File: src/usr_regs.svh
// register offsets, fields and reset values of the universal shift register block
`ifndef USR_REGS_SVH
`define USR_REGS_SVH

`define USR_ADDR_W 8
`define USR_DATA_W 32

`define USR_CTRL_ADDR 8'h00
`define USR_STATUS_ADDR 8'h04
`define USR_FIFO_ADDR 8'h08
`define USR_LEVEL_ADDR 8'h0c

`define USR_CTRL_CAPTURE_BIT 0
`define USR_CTRL_RESET 1'b0

`define USR_STAT_STATE_LSB 0
`define USR_STAT_DRIVE_BIT 8
`define USR_STAT_MODE_LSB 9
`define USR_STAT_EMPTY_BIT 11
`define USR_STAT_FULL_BIT 12
`define USR_STAT_PEND_BIT 13

`define USR_FIFO_VALID_BIT 8

`define USR_STATE_RESET 8'h00
`define USR_READ_ZERO 32'h0000_0000

`endif

File: src/usr_pkg.sv
// types shared by the universal shift register block
package usr_pkg;

  typedef enum logic [1:0] {
    MODE_HOLD = 2'b00,
    MODE_SHIFT_RIGHT = 2'b01,
    MODE_SHIFT_LEFT = 2'b10,
    MODE_LOAD = 2'b11
  } usr_mode_t;

  typedef struct packed {
    logic high;
    logic low;
  } usr_sel_t;

  typedef struct packed {
    logic [7:0] addr;
    logic [31:0] wdata;
    logic wr;
    logic rd;
  } usr_bus_req_t;

  typedef struct packed {
    logic rightIn;
    logic leftIn;
  } usr_serial_t;

  // high select with low select forms the two-bit mode code
  function automatic usr_mode_t usr_decode_mode(input usr_sel_t sel);
    case ({sel.high, sel.low})
      2'b11: usr_decode_mode = MODE_LOAD;
      2'b01: usr_decode_mode = MODE_SHIFT_RIGHT;
      2'b10: usr_decode_mode = MODE_SHIFT_LEFT;
      default: usr_decode_mode = MODE_HOLD;
    endcase
  endfunction

endpackage

File: src/usr_fifo.sv
// synchronous fifo with valid/ready on both sides
module usr_fifo #(
  parameter int WIDTH = 8,
  parameter int DEPTH = 32
) (
  // clock and reset
  input wire logic clk,
  input wire logic rst_n,
  // fill side
  input wire logic inValid,
  output logic inReady,
  input wire logic [WIDTH-1:0] inData,
  // drain side
  output logic outValid,
  input wire logic outReady,
  output logic [WIDTH-1:0] outData,
  // fill level
  output logic [$clog2(DEPTH):0] level
);
  localparam int AW = $clog2(DEPTH);

  logic [WIDTH-1:0] mem [DEPTH];
  logic [AW:0] wrPtr;
  logic [AW:0] rdPtr;
  logic push;
  logic pop;

  // extra pointer bit tells full from empty
  assign level = wrPtr - rdPtr;
  assign inReady = (level != (AW + 1)'(DEPTH));
  assign outValid = (wrPtr != rdPtr);
  assign push = inValid && inReady;
  assign pop = outValid && outReady;
  assign outData = mem[rdPtr[AW-1:0]];

  always_ff @(posedge clk) begin
    if (push) begin
      mem[wrPtr[AW-1:0]] <= inData;
    end
  end

  always_ff @(posedge clk) begin
    if (!rst_n) begin
      wrPtr <= '0;
    end else if (push) begin
      wrPtr <= wrPtr + 1'b1;
    end
  end

  always_ff @(posedge clk) begin
    if (!rst_n) begin
      rdPtr <= '0;
    end else if (pop) begin
      rdPtr <= rdPtr + 1'b1;
    end
  end
endmodule

File: src/usr_shift_core.sv
// eight-stage storage register with shift, load and hold interstage logic
`include "usr_regs.svh"

module usr_shift_core #(
  parameter int WIDTH = 8
) (
  // clock and resets
  input wire logic clk,
  input wire logic rst_n,
  input wire logic master_clear_n,
  // operation
  input wire logic stepEn,
  input wire usr_pkg::usr_mode_t mode,
  input wire logic [WIDTH-1:0] parallelIn,
  input wire usr_pkg::usr_serial_t serialIn,
  // stored word
  output logic [WIDTH-1:0] state
);
  // the clear needs no clock, so it sits in the sensitivity list
  always_ff @(posedge clk or negedge master_clear_n) begin
    if (!master_clear_n) begin
      state <= '0;
    end else if (!rst_n) begin
      state <= '0;
    end else if (stepEn) begin
      case (mode)
        usr_pkg::MODE_LOAD: state <= parallelIn;
        usr_pkg::MODE_SHIFT_RIGHT: state <= {state[WIDTH-2:0], serialIn.rightIn};
        usr_pkg::MODE_SHIFT_LEFT: state <= {serialIn.leftIn, state[WIDTH-1:1]};
        default: state <= state;
      endcase
    end
  end
endmodule

File: src/usr_top.sv
// universal shift register top: pin logic, register port, capture fifo and checks
// Notes on behaviour
// - eight D storage stages with shift right, shift left, load and hold.
// - high and low selects choose load, shift right, shift left or hold.
// - load mode captures each parallel pin into its register bit on the edge.
// - shift right puts serial right input in bit 0, bit n takes n-1.
// - shift left puts serial left input in bit 7, bit n takes n+1.
// - both selects low keeps the stored word unchanged.
// - master clear low zeroes all bits at once, over selects and clock.
// - apart from the clear and rst_n, state changes only on a rising shift clock or on its deferred replay when the capture fifo frees up.
// - enabled parallel pins drive the current register contents.
// - either drive enable high floats the parallel pins.
// - register keeps working normally while the pins float.
// - both selects high floats the pins regardless of drive enables.
// - bits 0 and 7 drive two serial outputs, unaffected by enables.
`include "usr_regs.svh"

module usr_top #(
  parameter int WIDTH = 8,
  parameter int FIFO_DEPTH = 32
) (
  // clock and resets
  input wire logic clk,
  input wire logic rst_n,
  input wire logic master_clear_n,
  // device control pins
  input wire logic shift_clock,
  input wire logic mode_select_high,
  input wire logic mode_select_low,
  input wire logic right_shift_serial_in,
  input wire logic left_shift_serial_in,
  input wire logic pin_drive_enable_a_n,
  input wire logic pin_drive_enable_b_n,
  // shared parallel pins, split into three signals
  input wire logic [WIDTH-1:0] sharedParallelPinsIn,
  output logic [WIDTH-1:0] sharedParallelPinsOut,
  output logic [WIDTH-1:0] sharedParallelPinsOe,
  // serial outputs for cascading
  output logic serial_out_first_bit,
  output logic serial_out_last_bit,
  // register port
  input wire logic [`USR_ADDR_W-1:0] regAddr,
  input wire logic [`USR_DATA_W-1:0] regWdata,
  input wire logic regWr,
  input wire logic regRd,
  output logic [`USR_DATA_W-1:0] regRdata
);
  localparam int LW = $clog2(FIFO_DEPTH) + 1;

  usr_pkg::usr_bus_req_t busReq;
  usr_pkg::usr_sel_t modeSel;
  usr_pkg::usr_serial_t serialIn;
  usr_pkg::usr_mode_t mode;
  logic [WIDTH-1:0] state;
  logic captureEn;
  logic clockPrev;
  logic clockRise;
  logic pending;
  logic next_pending;
  logic wantStep;
  logic room;
  logic stepEn;
  logic pinsDriven;
  logic capValid;
  logic [WIDTH-1:0] capData;
  logic fifoInReady;
  logic fifoOutValid;
  logic fifoPop;
  logic [WIDTH-1:0] fifoOutData;
  logic [LW-1:0] fifoLevel;
  logic [`USR_DATA_W-1:0] next_rdata;

  assign busReq = '{addr: regAddr, wdata: regWdata, wr: regWr, rd: regRd};
  assign modeSel = '{high: mode_select_high, low: mode_select_low};
  assign serialIn = '{rightIn: right_shift_serial_in, leftIn: left_shift_serial_in};
  assign mode = usr_pkg::usr_decode_mode(modeSel);

  // shift clock is a plain sampled input; its rising edge becomes a step
  always_ff @(posedge clk) begin
    if (!rst_n) begin
      clockPrev <= 1'b0;
    end else begin
      clockPrev <= shift_clock;
    end
  end

  assign clockRise = shift_clock && !clockPrev;
  assign wantStep = clockRise || pending;
  // a full capture fifo defers the step rather than dropping a snapshot
  assign room = !captureEn || fifoInReady;
  assign stepEn = wantStep && room;
  assign next_pending = wantStep && !room;

  always_ff @(posedge clk) begin
    if (!rst_n) begin
      pending <= 1'b0;
    end else begin
      pending <= next_pending;
    end
  end

  usr_shift_core #(
    .WIDTH(WIDTH)
  ) u_core (
    .clk(clk),
    .rst_n(rst_n),
    .master_clear_n(master_clear_n),
    .stepEn(stepEn),
    .mode(mode),
    .parallelIn(sharedParallelPinsIn),
    .serialIn(serialIn),
    .state(state)
  );

  // pin drive: off when either enable is high or load mode is selected
  assign pinsDriven = !pin_drive_enable_a_n && !pin_drive_enable_b_n
    && (mode != usr_pkg::MODE_LOAD);
  assign sharedParallelPinsOe = {WIDTH{pinsDriven}};
  assign sharedParallelPinsOut = state;
  assign serial_out_first_bit = state[0];
  assign serial_out_last_bit = state[WIDTH-1];

  // snapshot of the stored word, taken the cycle after each step
  always_ff @(posedge clk) begin
    if (!rst_n) begin
      capValid <= 1'b0;
    end else begin
      capValid <= stepEn && captureEn;
    end
  end

  assign capData = state;

  usr_fifo #(
    .WIDTH(WIDTH),
    .DEPTH(FIFO_DEPTH)
  ) u_fifo (
    .clk(clk),
    .rst_n(rst_n),
    .inValid(capValid),
    .inReady(fifoInReady),
    .inData(capData),
    .outValid(fifoOutValid),
    .outReady(fifoPop),
    .outData(fifoOutData),
    .level(fifoLevel)
  );

  // reading the fifo word pops it
  assign fifoPop = busReq.rd && (busReq.addr == `USR_FIFO_ADDR);

  always_ff @(posedge clk) begin
    if (!rst_n) begin
      captureEn <= `USR_CTRL_RESET;
    end else if (busReq.wr && busReq.addr == `USR_CTRL_ADDR) begin
      captureEn <= busReq.wdata[`USR_CTRL_CAPTURE_BIT];
    end
  end

  always_comb begin
    next_rdata = `USR_READ_ZERO;
    case (busReq.addr)
      `USR_CTRL_ADDR: begin
        next_rdata[`USR_CTRL_CAPTURE_BIT] = captureEn;
      end
      `USR_STATUS_ADDR: begin
        next_rdata[`USR_STAT_STATE_LSB +: WIDTH] = state;
        next_rdata[`USR_STAT_DRIVE_BIT] = pinsDriven;
        next_rdata[`USR_STAT_MODE_LSB +: 2] = mode;
        next_rdata[`USR_STAT_EMPTY_BIT] = !fifoOutValid;
        next_rdata[`USR_STAT_FULL_BIT] = !fifoInReady;
        next_rdata[`USR_STAT_PEND_BIT] = pending;
      end
      `USR_FIFO_ADDR: begin
        next_rdata[WIDTH-1:0] = fifoOutValid ? fifoOutData : '0;
        next_rdata[`USR_FIFO_VALID_BIT] = fifoOutValid;
      end
      `USR_LEVEL_ADDR: begin
        next_rdata[LW-1:0] = fifoLevel;
      end
      default: begin
        next_rdata = `USR_READ_ZERO;
      end
    endcase
  end

  // read data stands only in the cycle after the strobe
  always_ff @(posedge clk) begin
    if (!rst_n) begin
      regRdata <= `USR_READ_ZERO;
    end else if (busReq.rd) begin
      regRdata <= next_rdata;
    end else begin
      regRdata <= `USR_READ_ZERO;
    end
  end
endmodule

File: config.mk
export PLATFORM = sky130hd
export DESIGN_NAME = usr_top
export DESIGN_NICKNAME = d
export VERILOG_FILES = /design/src/usr_pkg.sv /design/src/usr_fifo.sv /design/src/usr_shift_core.sv /design/src/usr_top.sv
export VERILOG_INCLUDE_DIRS = /design/src
export SDC_FILE = /design/constraint.sdc
export NUM_CORES = 1
export LEC_CHECK = 0
export BUFFER_PORTS_ARGS = -buffer_cell sky130_fd_sc_hd__buf_4
export CORE_MARGIN = 5
export CORE_UTILIZATION = 40
export CTS_CLUSTER_DIAMETER = 80
export DETAILED_ROUTE_END_ITERATION = 16
export GPL_TIMING_DRIVEN = 1
export MAX_ROUTING_LAYER = met4
export PLACE_DENSITY = 0.59
export SYNTH_ARGS = -nofsm -noshare
export SYNTH_HDL_FRONTEND = slang
export SYNTH_SLANG_ARGS = --single-unit
File: constraint.sdc
create_clock -name clk -period 6.01 [get_ports clk]
set_input_delay 1.5025 -clock clk [delete_from_list [all_inputs] [get_ports clk]]
set_output_delay 1.5025 -clock clk [all_outputs]
set_load 0.1 [all_outputs]
==> flow_metrics.tcl <==
set metrics [dict create \
    status "finished clean" \
    syn-mean-instance-area_um2 16.49 \
    grt_util_all_layers_pct 16.86 \
    ir_drop_mv 0.2062 \
    startpoint "mode_select_high" \
    synthCells 764 \
    hpwl_um 18420 \
    critical_path_cell_count 4 \
    postCtsHoldBufs 0 \
    setup_viol 0 \
    synth_top_cell_area_share_pct 61.01 \
    grt_use_met1_pct 24.08 \
    grt_max_degree 39 \
    dpl.cell_count 1205 \
    initial_core_util_pct 40.24 \
    r2r_cells 12 \
    timing.rr.end "u_fifo.mem[10][6]$_DFFE_PP_" \
    worstPathArrival_ns 3.06 \
    r2r_setup_slack_ns 2.23 \
    grt-ovfl-total 0 \
    cap_violations 0 \
    min_period_ns 4.565 \
    p_sw_mw 1.027 \
    worst_setup_path_start_kind "input port" \
    grt_setup_unrepaired "no" \
    setup_tns_ns 0 \
    path_class "in -> out" \
    dieWidth_um 187.5 \
    top_usage_layer "met2" \
    drive_gt1_share_pct 26.36 \
    yosys-top-cells-area "edfxtp_1 61%, mux4_2 12%, dfxtp_1 5.6%" \
    core_area_um2 31310 \
    cts_tree "yes" \
    cts_buffers 34 \
    dpl_cell_area_um2 13490 \
    drt_pre_antenna_iters 6 \
    powerDensity_nw_per_um2 315.1 \
    timing.final.crit_share_pct 75.95 \
    antenna_found_initial 0 \
    synthMostInstantiatedCell "edfxtp_1" \
    path_cells "buf_4, ha_1, nor3_1, buf_4" \
    hp-class "reg -> reg" \
    swShare_pct 22.32 \
    finalClockSkew_ns 0.01053 \
    gr-usage-met2_pct 25.84 \
    synth_warnings 0 \
    drt_iter0_drc 645 \
    detail_route.wirelength_um 29330 \
    ys_types 62 \
    grtUsageMet3_pct 2.781 \
    final_cells 1264 \
    seqPwrFrac_pct 49.9 \
    path_buf_inv 2 \
    crit_family "simple AND/OR/NAND/NOR gates" \
    combPwrFrac_pct 6.0 \
    slowest_stage "nor3_1" \
    path_common_cell "buf_4" \
    vias 6938 \
    cts.sinks 299 \
    finalWorstSetupSlack_ns 1.445 \
    synth-main-ff-cell "edfxtp_1" \
    clockBufferDepth 3 \
    hold_violations 0 \
    clock_latency_ns 0.50 \
    detail-route-antenna-nets 0 \
    synth_edf_count 256 \
    required_ns 4.51 \
    tightestPinTransition_ns 1.204 \
    boundaryPins 110 \
    min_from "pending$_SDFF_PN0_" \
    root_buffer "clkbuf_16" \
    r2r-start "u_fifo.wrPtr[0]$_SDFFE_PN0P_" \
    drc 0 \
    die_area_um2 35150 \
    final_area_um2 14590 \
    fp-row-count 65 \
    pre_cts_ws_ns 1.458 \
    synth-seq-area-share_pct 68.16 \
    pwr-share-clk_pct 44.1 \
    grt_pass1_wl_um 44030 \
    gp_congestion 0.8267 \
    fmax_mhz 219.1 \
    cp-end-kind "primary output" \
    report.final.slew_viol_count 0 \
    htree_levels 2 \
    grt_pass1_vias 6892 \
    cts_setup_buffers 0 \
    cts-resized-gates 0 \
    intPower_mw 3.572 \
    synth_area_um2 12600 \
    yosys-top-cells-count "256 x edfxtp_1, 65 x mux4_2, 38 x nor2_1, 35 x dfxtp_1, 32 x buf_4" \
    wl_per_cell_um 23.20 \
    async_flop_share_pct 2.676 \
    endpoint "sharedParallelPinsOe[6]" \
    cp_slowest_stage_delay_ns 0.77 \
    nets 914 \
    post-route-util_pct 46.61 \
    total_leakage_power_nw 4.983 \
    synth_seq_cells 299 \
    port_buffers 60 \
    area_growth_pct 15.83 \
    critPathMaxFanout 9 \
    die_h_um 187.5 \
    maxSlewHeadroom_pct 17.66 \
    cts.clk_slew.worst_paths_ns 0.05 \
    post_drt_via_cell_ratio 5.489 \
    post-synth-top-area-cell "edfxtp_1" \
]
[worst min path at each step]
stage	end	slack [ns]	cells past startpoint
6_report	regRdata[13]$_SDFF_PN0_	0.52	1
5_1_grt	regRdata[13]$_SDFF_PN0_	0.55	1
4_1_cts	regRdata[13]$_SDFF_PN0_	0.52	1
3_5_place_dp	regRdata[13]$_SDFF_PN0_	0.50	1
3_3_place_gp	regRdata[13]$_SDFF_PN0_	0.52	1
2_1_floorplan	u_fifo.wrPtr[5]$_SDFFE_PN0P_	0.46	2
[worst reg2reg max path, cell delays in order, from the launching register on]
cell,delay [ns]
dfxtp_1,0.36
inv_1,0.17
ha_1,0.19
inv_1,0.05
fa_1,0.41
a21o_1,0.17
a21oi_1,0.17
xnor2_1,0.12
or3_1,0.44
nor2_2,0.67
buf_4,0.37
nor3_1,0.19
buf_4,0.22
[power groups by stage]
| stage | registers, mW | logic, mW | clock network, mW |
|---|---|---|---|
| 6_report | 2.29 | 0.278 | 2.03 |
| 4_1_cts | 2.30 | 0.279 | 2.06 |
| 3_5_place_dp | 2.34 | 0.279 | 0 |
| 3_3_place_gp | 2.34 | 0.273 | 0 |
| 2_1_floorplan | 2.41 | 0.130 | 0 |
| 5_1_grt | 2.29 | 0.292 | 2.15 |
[registers in the layout (all words and copies together), names as in the netlist, named ones only]
signal / flops
u_fifo.mem: 256
regRdata: 14
u_core.state: 8
u_fifo.rdPtr: 6
u_fifo.wrPtr: 6
capValid: 1
captureEn: 1
clockPrev: 1
pending: 1
[layer usage]
layer	vias to the layer above	wire length, um
li1	3128	-
met5	-	0
met2	254	13790
met1	3515	13100
met4	0	493
met3	41	1948
[placed cells by master (no fill, tap or decap), types with 8 or more instances in the layout]
master and n:
o21ai_0 15, a31oi_1 8, mux4_2 65, a21oi_1 15
nand2_1 30, a22oi_1 9, clkbuf_16 37, nor3_1 25
mux2i_1 30, dfrtp_1 8, clkinv_1 9, nand2b_1 8
inv_1 13, dfxtp_1 32, and3_1 10, edfxtp_1 256
nor2_1 38, nand3_1 14, ha_1 14, o311ai_0 8
buf_4 91, conb_1 18
[area by class of cell]
class | count | area, um^2
diodes | 1 | 2.502
clock buffers | 41 | 940.9
clock inverters | 17 | 156.4
fillers | 2625 | 16720
inverters | 14 | 52.55
multi-input cells | 397 | 3621
flip-flops and latches | 299 | 8594
well taps | 402 | 503.0
repair buffers | 93 | 723.2
[kinds of logic after synthesis]
logic type | synth area share [%]
DFF | 68.16
and+or+nand+nor | 6.912
muxes | 14.00
AOI/OAI and AO/OA | 4.916
buffers and inverters | 3.803
adders and majority gates | 1.549
xor gates and xnor gates | 0.6257
other | 0.02976
[per-stage QoR]
| step | hold WS, ns | total power, mW |
|---|---|---|
| global route | 0.5475 | 4.739 |
| finish | 0.5245 | 4.599 |
| detailed placement | 0.4996 | 2.618 |
| CTS | 0.5191 | 4.635 |
| global placement | 0.5168 | 2.613 |
| floorplan | 0.4634 | 2.542 |
No activity file was read; power rests on OpenSTA's default activity.
